==> src/ferx_pkg.sv <==
package ferx_pkg;

    // ==========================================================
    // Line symbol encoding of the three-level input.
    // ==========================================================
    localparam logic [1:0] LVL_ZERO = 2'h0;
    localparam logic [1:0] LVL_POS = 2'h1;
    localparam logic [1:0] LVL_NEG = 2'h3;

    // ==========================================================
    // Signal qualification.
    // ==========================================================
    // Link pulses last about 100 ns, roughly a dozen bit times, so a run of 24
    // bit times of continuous energy is needed before signal is reported.
    localparam int SD_QUAL_BITS = 24;
    localparam int SD_CNT_W = 5;

    // ==========================================================
    // Descrambler and hold timer.
    // ==========================================================
    localparam int LFSR_W = 11;
    localparam int LFSR_TAP_HI = 10;
    localparam int LFSR_TAP_LO = 8;
    localparam int GROUP_W = 5;
    localparam int LOCK_IDLE_GROUPS = 12;
    localparam int LOCK_BITS = LOCK_IDLE_GROUPS * GROUP_W;
    localparam int ACQ_CNT_W = 6;
    localparam int IDLE_RUN_BITS = 58;
    localparam int RUN_CNT_W = 6;
    localparam int HOLD_TIME_US = 722;
    localparam int CLK_MHZ = 10;
    localparam int HOLD_CYCLES = HOLD_TIME_US * CLK_MHZ;
    localparam int HOLD_W = 13;

    // ==========================================================
    // Code-groups and nibbles.
    // ==========================================================
    localparam logic [4:0] CG_IDLE = 5'h1f;
    localparam logic [4:0] CG_J = 5'h18;
    localparam logic [4:0] CG_K = 5'h11;
    localparam logic [4:0] CG_T = 5'h0d;
    localparam logic [4:0] CG_R = 5'h07;
    localparam logic [9:0] CG_IDLE_PAIR = {CG_IDLE, CG_IDLE};
    localparam logic [9:0] CG_JK_PAIR = {CG_J, CG_K};
    localparam logic [3:0] NIB_PREAMBLE = 4'h5;
    localparam logic [3:0] NIB_ERROR = 4'he;
    localparam logic [2:0] LAST_PHASE = 3'h4;
    localparam int SR_W = 20;

    typedef enum logic [0:0] {
        FR_HUNT = 1'b0,
        FR_DATA = 1'b1
    } ferx_fr_t;

endpackage : ferx_pkg

==> src/ferx_rx_pcs.sv <==
`timescale 1ns/1ns

module ferx_rx_pcs #(
    parameter int HOLD_CYCLES = ferx_pkg::HOLD_CYCLES
) (
    input wire logic mclk,
    input wire logic rst_n,
    input wire logic ce,
    input wire logic [1:0] sym_lvl,
    input wire logic energy_det,
    input wire logic desc_bypass,
    output logic sig_det,
    output logic desc_lock,
    output logic aligned,
    output logic nib_stb,
    output logic rx_dv,
    output logic rx_er,
    output logic [3:0] rxd
);

    // ==========================================================
    // Functions.
    // ==========================================================
    // Returns {is_data, nibble}; control and invalid groups give is_data low.
    function automatic logic [4:0] ferx_decode(input logic [4:0] cg);
        logic [4:0] res;
        res = {1'b0, ferx_pkg::NIB_ERROR};
        case (cg)
            5'h1e: res = 5'h10;
            5'h09: res = 5'h11;
            5'h14: res = 5'h12;
            5'h15: res = 5'h13;
            5'h0a: res = 5'h14;
            5'h0b: res = 5'h15;
            5'h0e: res = 5'h16;
            5'h0f: res = 5'h17;
            5'h12: res = 5'h18;
            5'h13: res = 5'h19;
            5'h16: res = 5'h1a;
            5'h17: res = 5'h1b;
            5'h1a: res = 5'h1c;
            5'h1b: res = 5'h1d;
            5'h1c: res = 5'h1e;
            5'h1d: res = 5'h1f;
            default: res = {1'b0, ferx_pkg::NIB_ERROR};
        endcase
        return res;
    endfunction : ferx_decode

    function automatic logic ferx_key(input logic [ferx_pkg::LFSR_W-1:0] s);
        return s[ferx_pkg::LFSR_TAP_HI] ^ s[ferx_pkg::LFSR_TAP_LO];
    endfunction : ferx_key

    // ==========================================================
    // Front end: signal detect, MLT-3 to NRZI, NRZI to NRZ.
    // ==========================================================
    logic [ferx_pkg::SD_CNT_W-1:0] sd_cnt_r, sd_cnt_nxt;
    logic sig_det_r, sig_det_nxt;
    logic [1:0] lvl_r, lvl_nxt;
    logic nrzi_r, nrzi_nxt;
    logic nrz;

    // Energy must persist for many bit times, so link pulse bursts never qualify.
    always_comb begin
        sd_cnt_nxt = sd_cnt_r;
        sig_det_nxt = sig_det_r;
        if (!energy_det) begin
            sd_cnt_nxt = '0;
            sig_det_nxt = 1'b0;
        end else if (sd_cnt_r == ferx_pkg::SD_CNT_W'(ferx_pkg::SD_QUAL_BITS - 1)) begin
            sig_det_nxt = 1'b1;
        end else begin
            sd_cnt_nxt = sd_cnt_r + 1'b1;
        end
        lvl_nxt = sym_lvl;
        nrzi_nxt = nrzi_r ^ (sym_lvl != lvl_r);
    end

    // A change of NRZI level between bits is a one.
    assign nrz = nrzi_nxt ^ nrzi_r;

    always_ff @(posedge mclk or negedge rst_n) begin
        if (!rst_n) begin
            sd_cnt_r <= '0;
            sig_det_r <= 1'b0;
            lvl_r <= ferx_pkg::LVL_ZERO;
            nrzi_r <= 1'b0;
        end else if (ce) begin
            sd_cnt_r <= sd_cnt_nxt;
            sig_det_r <= sig_det_nxt;
            lvl_r <= lvl_nxt;
            nrzi_r <= nrzi_nxt;
        end
    end

    // ==========================================================
    // Descrambler with lock acquisition and hold timer.
    // ==========================================================
    logic [ferx_pkg::LFSR_W-1:0] lfsr_r, lfsr_nxt;
    logic lock_r, lock_nxt;
    logic [ferx_pkg::ACQ_CNT_W-1:0] acq_r, acq_nxt;
    logic [ferx_pkg::RUN_CNT_W-1:0] run_r, run_nxt;
    logic [ferx_pkg::HOLD_W-1:0] hold_r, hold_nxt;
    logic key_bit;
    logic plain_bit;
    logic bit_ok;

    assign key_bit = ferx_key(lfsr_r);

    // While hunting, the register is loaded open loop with the inverted line bits,
    // since idle plain data is all ones; lock follows a long run of correct forecasts.
    always_comb begin
        lfsr_nxt = lfsr_r;
        lock_nxt = lock_r;
        acq_nxt = acq_r;
        run_nxt = run_r;
        hold_nxt = hold_r;
        plain_bit = nrz ^ key_bit;
        if (!sig_det_r) begin
            lock_nxt = 1'b0;
            acq_nxt = '0;
            run_nxt = '0;
        end else if (!lock_r) begin
            lfsr_nxt = {lfsr_r[ferx_pkg::LFSR_W-2:0], ~nrz};
            if (~nrz == key_bit) begin
                if (acq_r == ferx_pkg::ACQ_CNT_W'(ferx_pkg::LOCK_BITS - 1)) begin
                    lock_nxt = 1'b1;
                    hold_nxt = ferx_pkg::HOLD_W'(HOLD_CYCLES - 1);
                    acq_nxt = '0;
                end else begin
                    acq_nxt = acq_r + 1'b1;
                end
            end else begin
                acq_nxt = '0;
            end
        end else begin
            lfsr_nxt = {lfsr_r[ferx_pkg::LFSR_W-2:0], key_bit};
            run_nxt = plain_bit ? run_r + 1'b1 : '0;
            if (plain_bit && run_r == ferx_pkg::RUN_CNT_W'(ferx_pkg::IDLE_RUN_BITS - 1)) begin
                hold_nxt = ferx_pkg::HOLD_W'(HOLD_CYCLES - 1);
                run_nxt = '0;
            end else if (hold_r == '0) begin
                lock_nxt = 1'b0;
                lfsr_nxt = '0;
                run_nxt = '0;
            end else begin
                hold_nxt = hold_r - 1'b1;
            end
        end
    end

    always_ff @(posedge mclk or negedge rst_n) begin
        if (!rst_n) begin
            lfsr_r <= '0;
            lock_r <= 1'b0;
            acq_r <= '0;
            run_r <= '0;
            hold_r <= '0;
        end else if (ce) begin
            lfsr_r <= lfsr_nxt;
            lock_r <= lock_nxt;
            acq_r <= acq_nxt;
            run_r <= run_nxt;
            hold_r <= hold_nxt;
        end
    end

    // ==========================================================
    // Serial to parallel, alignment and code-group decoding.
    // ==========================================================
    ferx_pkg::ferx_fr_t st_r, st_nxt;
    logic [ferx_pkg::SR_W-1:0] sr_r, sr_nxt;
    logic [2:0] phase_r, phase_nxt;
    logic [4:0] held_r, held_nxt;
    logic held_k_r, held_k_nxt;
    logic [3:0] rxd_r, rxd_nxt;
    logic dv_r, dv_nxt;
    logic er_r, er_nxt;
    logic stb_r, stb_nxt;
    logic in_bit;
    logic in_ok;
    logic [4:0] grp;
    logic [4:0] dec;

    // In bypass the NRZ bits reach the aligner directly.
    assign in_bit = desc_bypass ? nrz : plain_bit;
    assign in_ok = sig_det_r && (desc_bypass || lock_r);
    assign bit_ok = in_ok;

    // The held group is emitted one group late so the start pair yields two nibbles.
    always_comb begin
        st_nxt = st_r;
        sr_nxt = {sr_r[ferx_pkg::SR_W-2:0], in_bit};
        phase_nxt = phase_r + 1'b1;
        held_nxt = held_r;
        held_k_nxt = held_k_r;
        rxd_nxt = rxd_r;
        dv_nxt = dv_r;
        er_nxt = 1'b0;
        stb_nxt = 1'b0;
        grp = sr_nxt[4:0];
        dec = ferx_decode(held_r);
        if (!bit_ok) begin
            st_nxt = ferx_pkg::FR_HUNT;
            sr_nxt = '0;
            phase_nxt = '0;
            dv_nxt = 1'b0;
        end else begin
            case (st_r)
                ferx_pkg::FR_HUNT: begin
                    if (sr_nxt == {ferx_pkg::CG_IDLE_PAIR, ferx_pkg::CG_JK_PAIR}) begin
                        st_nxt = ferx_pkg::FR_DATA;
                        phase_nxt = '0;
                        held_nxt = ferx_pkg::CG_K;
                        held_k_nxt = 1'b1;
                        rxd_nxt = ferx_pkg::NIB_PREAMBLE;
                        dv_nxt = 1'b1;
                        stb_nxt = 1'b1;
                    end
                end
                ferx_pkg::FR_DATA: begin
                    if (phase_r == ferx_pkg::LAST_PHASE) begin
                        phase_nxt = '0;
                        if ((held_r == ferx_pkg::CG_T && grp == ferx_pkg::CG_R)
                            || (held_r == ferx_pkg::CG_IDLE && grp == ferx_pkg::CG_IDLE)) begin
                            st_nxt = ferx_pkg::FR_HUNT;
                            dv_nxt = 1'b0;
                        end else begin
                            stb_nxt = 1'b1;
                            dv_nxt = 1'b1;
                            if (held_k_r) begin
                                rxd_nxt = ferx_pkg::NIB_PREAMBLE;
                            end else begin
                                rxd_nxt = dec[3:0];
                                er_nxt = ~dec[4];
                            end
                            held_nxt = grp;
                            held_k_nxt = 1'b0;
                        end
                    end
                end
                default: st_nxt = ferx_pkg::FR_HUNT;
            endcase
        end
    end

    always_ff @(posedge mclk or negedge rst_n) begin
        if (!rst_n) begin
            st_r <= ferx_pkg::FR_HUNT;
            sr_r <= '0;
            phase_r <= '0;
            held_r <= '0;
            held_k_r <= 1'b0;
            rxd_r <= '0;
            dv_r <= 1'b0;
            er_r <= 1'b0;
            stb_r <= 1'b0;
        end else if (ce) begin
            st_r <= st_nxt;
            sr_r <= sr_nxt;
            phase_r <= phase_nxt;
            held_r <= held_nxt;
            held_k_r <= held_k_nxt;
            rxd_r <= rxd_nxt;
            dv_r <= dv_nxt;
            er_r <= er_nxt;
            stb_r <= stb_nxt;
        end
    end

    // Status and receive outputs are registered; nib_stb is also gated by ce.
    assign sig_det = sig_det_r;
    assign desc_lock = lock_r;
    assign aligned = (st_r == ferx_pkg::FR_DATA);
    assign nib_stb = stb_r & ce;
    assign rx_dv = dv_r;
    assign rx_er = er_r;
    assign rxd = rxd_r;

endmodule : ferx_rx_pcs

==> config.mk <==
export PLATFORM = sky130hd
export DESIGN_NAME = ferx_rx_pcs
export DESIGN_NICKNAME = d
export VERILOG_FILES = /design/src/ferx_pkg.sv /design/src/ferx_rx_pcs.sv
export SDC_FILE = /design/constraint.sdc
export NUM_CORES = 1
export LEC_CHECK = 0
export BUFFER_PORTS_ARGS = -buffer_cell sky130_fd_sc_hd__buf_2
export CAP_MARGIN = 20
export CORE_MARGIN = 5
export CORE_UTILIZATION = 48
export DETAILED_ROUTE_END_ITERATION = 7
export GPL_TIMING_DRIVEN = 1
export SLEW_MARGIN = 10
export SYNTH_ARGS = -nofsm -noshare
export SYNTH_HDL_FRONTEND = slang
export SYNTH_SLANG_ARGS = --single-unit
==> constraint.sdc <==
create_clock -name mclk -period 5.3 [get_ports mclk]
set_clock_uncertainty 0.15 [all_clocks]
set_input_delay 0.265 -clock mclk [delete_from_list [all_inputs] [get_ports mclk]]
set_output_delay 0.265 -clock mclk [all_outputs]
set_load 0.02 [all_outputs]
# Word level (Yosys, flattened, before mapping)
# Memories as Yosys holds them, arrays and structs flattened.
# Index checks and enable logic that the tools add are counted.
# classes
n_reduce_logical,17
bitwise_logic,8
mux,62
addsub,5
n_eq_ne,21
# op_table
op,count
$mux 13,5
$mux 6,9
$mux 11,3
$mux 1,25
$mux 5,5
$eq 20x20->1 const B,1
$mux 19,1
$mux 4,4
$eq 5x5->1 const B,3
$logic_not 13->1,1
$sub 13x1->13 const B,1
$add 6x1->6 const B,2
$eq 6x6->1 const B,2
$pmux 5 s2,1
$reduce_and 2->1,5
$reduce_and 5->1,2
$mux 3,3
$ne 2x2->1 const B,4
$pmux 1 s2,4
$pmux 4 s2,1
$ne 2x1->1 const B,3
$ne 3x3->1 const B,2
$pmux 3 s2,1
$add 5x1->5 const B,1
14 further kinds,24
# totals
regBits,82
output_inout_bits,10
romBits,160
inputBits,7
word_cells,132
mem_count,1
# mem_list
memory,depth,width,rd,rd_ports_with_merged_regs,write_ports,line,text
(no name shown),32,5,1,0,0,ferx_rx_pcs.sv:28,case (cg)

# Depth between registers and ports, before layout
# logic_depth
depth_word,12
mapped_depth,9

# Worst setup path after synthesis
# OpenSTA, ideal clock, no wires.
# synth_timing
path_kind,reg2reg
start,reg hold_r[0] (netlist bit)
end,reg lfsr_r[2] (netlist bit)
stages_incl_launch_ff,10
t_arrival_ns,2.239
path_slack_ns,2.790
path_buffers,1
synth_period_minus_slack_ns,2.510
path_cell_list,dfrtp_1 -> inv_1 -> ha_1 -> nor3b_1 -> nand2_1 -> or4_1 -> nor3_2 -> buf_4 -> nor2_2 -> a22o_1
# synth_via
elab_chain_cells,4
# synth_rtl
item,line,text
start: declaration,ferx_rx_pcs.sv:103,"logic [ferx_pkg::HOLD_W-1:0] hold_r, hold_nxt;"
start signal: assignment,ferx_rx_pcs.sv:164,hold_r <= hold_nxt;
$logic_not 13->1,ferx_rx_pcs.sv:142,end else if (hold_r == '0) begin
$mux 11,ferx_rx_pcs.sv:142,
$mux 11,ferx_rx_pcs.sv:139,if (plain_bit && run_r == ferx_pkg::RUN_CNT_W'(ferx_pkg::IDLE_RUN_BITS - 1)) begin
$mux 11,ferx_rx_pcs.sv:123,end else if (!lock_r) begin
end signal: assignment,ferx_rx_pcs.sv:160,lfsr_r <= lfsr_nxt;
end: declaration,ferx_rx_pcs.sv:99,"logic [ferx_pkg::LFSR_W-1:0] lfsr_r, lfsr_nxt;"
# No other way between the ends.
# A chain may end at the register's enable or synchronous reset.

# Final worst setup path
# layout_timing
start,reg hold_r[0] (netlist bit)
end,reg hold_r[1] (netlist bit)
# layout_via
elab_chain_cells,4
word_cells_on_any_way,7
classes_between,add/sub (1); eq/ne (1); mux (3); reduce/logical (2)
# layout_rtl
item,line,text
$sub 13x1->13,ferx_rx_pcs.sv:147,hold_nxt = hold_r - 1'b1;
$mux 13,ferx_rx_pcs.sv:142,
$mux 13,ferx_rx_pcs.sv:139,
$mux 13,ferx_rx_pcs.sv:123,
# Several ways; a longest one is shown, not always the timed one. The select of a mux whose other input is x is not followed.

==> summary.txt <==
Run status
  • Status: completed

Pwr
  • Leakage power: 2.022 nW
  • PD cells: 257.1 nW/um^2
  • Peak VDD IR: 0.1348 mV

Final layout
  • Finished Cell Area: 4534 sq um
  • Proportion of layout cells with a drive suffix above 1: 13.35%
  • Fillcell total: 764
  • Final nets: 451
  • Area grow syn2layout: 9.818%
  • Area taken by multi-input logic gates: 1948 sq um
  • Antenna Diode Count: 0
  • Finished Layout Cells: 547
  • Register area: 2027 sq um

Routing
  • DR WL met3: 228 microns
  • Antenna Nets Post-Route: 0
  • Drt total wl: 8.273 mm
  • Met2 WL: 3.814 mm
  • Vias per inst: 5.810
  • Initial DRC count: 108
  • Top routing layer used: met5
  • Vias: 3178
  • Wl on met1: 4.093 mm
  • Wirelength per Cell: 15.12 microns
  • Pre-Repair DR Iteration Count: 5
  • DRC: 0

STA
  • Final hold vios: 0
  • Minimum clock period: 3.187 ns
  • Headroom to the max-slew limit: 41.74%
  • F_max: 313.8 MHz
  • Hold slack final: 0.04517 ns
  • RSZ-0062 raised after global routing: false
  • Post-route setup TNS: 0 ns
  • Slew Viols, Final: 0
  • Worst Tran Pin Value: 0.8705 ns
  • Setup slack after layout: 2.113 ns
  • Final worst path period share: 60.14%
  • Final setup vio count: 0

Setup path
  • R2R cell count: 8
  • Type of the worst setup path: reg -> reg
  • Crit path required time: 5.38 ns
  • Register-to-register setup slack: 2.11 ns
  • R2r endpoint: hold_r[1]$_DFFE_PN0P_
  • Crit path max fanout: 16
  • Crit Reg-Reg Startpoint: hold_r[0]$_DFFE_PN0P_
  • CP Launch Type: flop
  • Crit path arrival time: 3.27 ns
  • Setup crit end kind: flop

Flow run
  • Max Cap Violations: 0

Placement
  • GP Congestion: 0.8633
  • Post-DP HPWL: 5.530 mm
  • Placed Instance Area: 4272 sq um
  • Inst Count DP: 528
  • PortBufs: 16
  • Worst slack at placement: 2.099 ns

Synthesis
  • Synth Cell Area: 4129 sq um
  • Synth top area share: 49.09%
  • Flip-flop and latch count after synthesis: 81
  • Top cell type by total area after synthesis: dfrtp_1
  • Ys flop type: dfrtp_1
  • Number of enable flip-flop cells after synthesis: 0
  • Synth top area cells: dfrtp_1, nand2_1, o21ai_0
  • Synth warn: 0
  • Syn Nets: 438
  • Ys async rst share: 100.0%
  • Gate Count Post-Synth: 424
  • Register area share after synthesis: 49.09%
  • Avg Synthesized Cell Area: 9.738 sq um
  • Synth unique cells: 57

Worst hold path
  • Worst hold path endpoint: sig_det$_DFFE_PN0P_
  • Min-delay src: energy_det
  • Worst hold path cell count: 3
  • Worst hold path type: in -> reg

CTS
  • # Post-CTS Setup Buffers: 0
  • Clk Latency, worst-skew pair: 0.34 ns
  • Depth of the CTS H-tree: 3
  • CTS clk-pin slew, worst paths: 0.08 ns
  • Clk root buf: clkbuf_8
  • Max Buffers Root-to-Sink: 2
  • CTS Sinks: 81
  • TritonCTS Buffers: 9
  • CTS tree: built

GRT
  • Initial antenna violation count: 1
  • First-pass GRT wire length: 14.75 mm
  • Largest net degree at the start of global routing: 82
  • Global-route usage over all layers: 17.42%
  • Grt ovf: 0
  • Vias in the first global route: 3043

Floorplanning
  • Die H: 102.7 microns
  • CORE AREA: 8299 sq um
  • IO Count: 17
  • Row count: 33
  • Die Area: 10560 sq um
  • Die width: 102.7 microns
  • Initial Utilization: 49.75%
## cells in the mapped netlist (5+ instances only)
| library cell | instances |
|---|---|
| mux2i_1 | 11 |
| nand3_1 | 16 |
| dfrtp_1 | 81 |
| or2_2 | 9 |
| a21oi_1 | 18 |
| ha_1 | 7 |
| a21o_1 | 5 |
| or4_1 | 7 |
| o2bb2ai_1 | 19 |
| nor3b_1 | 5 |
| a22o_1 | 12 |
| clkbuf_1 | 15 |
| o21ai_0 | 35 |
| nand4_1 | 6 |
| o31ai_1 | 6 |
| nor3_1 | 10 |
| nor2_1 | 17 |
| inv_1 | 19 |
| mux2_2 | 5 |
| nand2_1 | 60 |
## area by class of cell
cell class / count / share of cell area [%]
inverters: 20 / 1.656
multi-input cells: 305 / 42.96
repair buffers: 20 / 2.980
clock buffers: 9 / 2.732
flip-flops and latches: 81 / 44.70
clock inverters: 7 / 2.070
well taps: 105 / 2.897
## routing by layer
metal | vias to the layer above | global-route usage [%]
li1 | 1574 | -
met1 | 1553 | 23.98
met2 | 33 | 27.71
met3 | 16 | 3.383
met4 | 2 | 5.976
met5 | - | 0
## cell families after synthesis
logic type / count (synthesis) / share of synthesized area, %
AO/OA/AOI/OAI: 117 / 19.49
XOR/XNOR: 6 / 1.273
adder cells (fa/ha/maj): 7 / 2.121
buffers and inverters: 38 / 3.727
flip-flops: 81 / 49.09
multiplexers: 19 / 5.121
AND/OR/NAND/NOR: 156 / 19.18
## where the power goes
part           total (W)  internal [W]  switching, W
logic          0.0000502     0.0000154     0.0000347
clock network   0.000489      0.000265      0.000224
registers       0.000626      0.000622    0.00000439
## cell usage in the layout, fill, tap and decap left out, drive strengths merged, types with 5 or more instances in the layout
cell,n
dfrtp,81
nand2,60
o21ai,36
inv,20
o2bb2ai,19
buf,19
a21oi,18
nor2,18
nand3,16
a22o,12
mux2i,11
nor3,11
or2,9
clkbuf,9
mux2,8
or4,7
ha,7
nand4,6
o31ai,6
nor3b,5
a21o,5
nor4,5
## critical path: stages (launching register included)
cell and delay (ns):
dfrtp_1 0.38, inv_1 0.10, ha_1 0.17, nor3b_1 0.33, nand2_1 0.18, or4_1 0.54, nor3_2 0.74, nor2_1 0.17
mux2_2 0.32
## worst max path at each step
stage | end | slack [ns] | depth (start not counted) | start
after floorplan | lfsr_r[2]$_DFFE_PN0P_ | 2.79 | 9 | hold_r[0]$_DFFE_PN0P_
after detailed placement | hold_r[1]$_DFFE_PN0P_ | 2.10 | 8 | hold_r[0]$_DFFE_PN0P_
after global routing | hold_r[1]$_DFFE_PN0P_ | 1.79 | 8 | hold_r[0]$_DFFE_PN0P_
final | hold_r[1]$_DFFE_PN0P_ | 2.11 | 8 | hold_r[0]$_DFFE_PN0P_
after CTS | hold_r[1]$_DFFE_PN0P_ | 2.08 | 8 | hold_r[0]$_DFFE_PN0P_
after global placement | hold_r[1]$_DFFE_PN0P_ | 2.21 | 8 | hold_r[0]$_DFFE_PN0P_
## what timing repair did
| action | in CTS | in global routing |
|---|---|---|
| hold buffers | 1 | 0 |
| gates resized for setup | 0 | 0 |
| hold endpoints to repair | 81 | 0 |
## stage by stage
stage          utilization (%)  power (W)
6_report                 54.64   0.001166
5_1_grt                  54.64   0.001216
4_1_cts                  54.21   0.001182
3_5_place_dp             51.47  0.0006873
3_3_place_gp             51.47  0.0006863
2_1_floorplan                -  0.0006644
## state kept, by name (all words and copies together), names as in the netlist, 2 cells and up
register and count:
sr_r 19, hold_r 13, lfsr_r 11, acq_r 6
run_r 6, held_r 5, sd_cnt_r 5, rxd 4
phase_r 3, lvl_r 2
(Power assumes the default switching activity.)
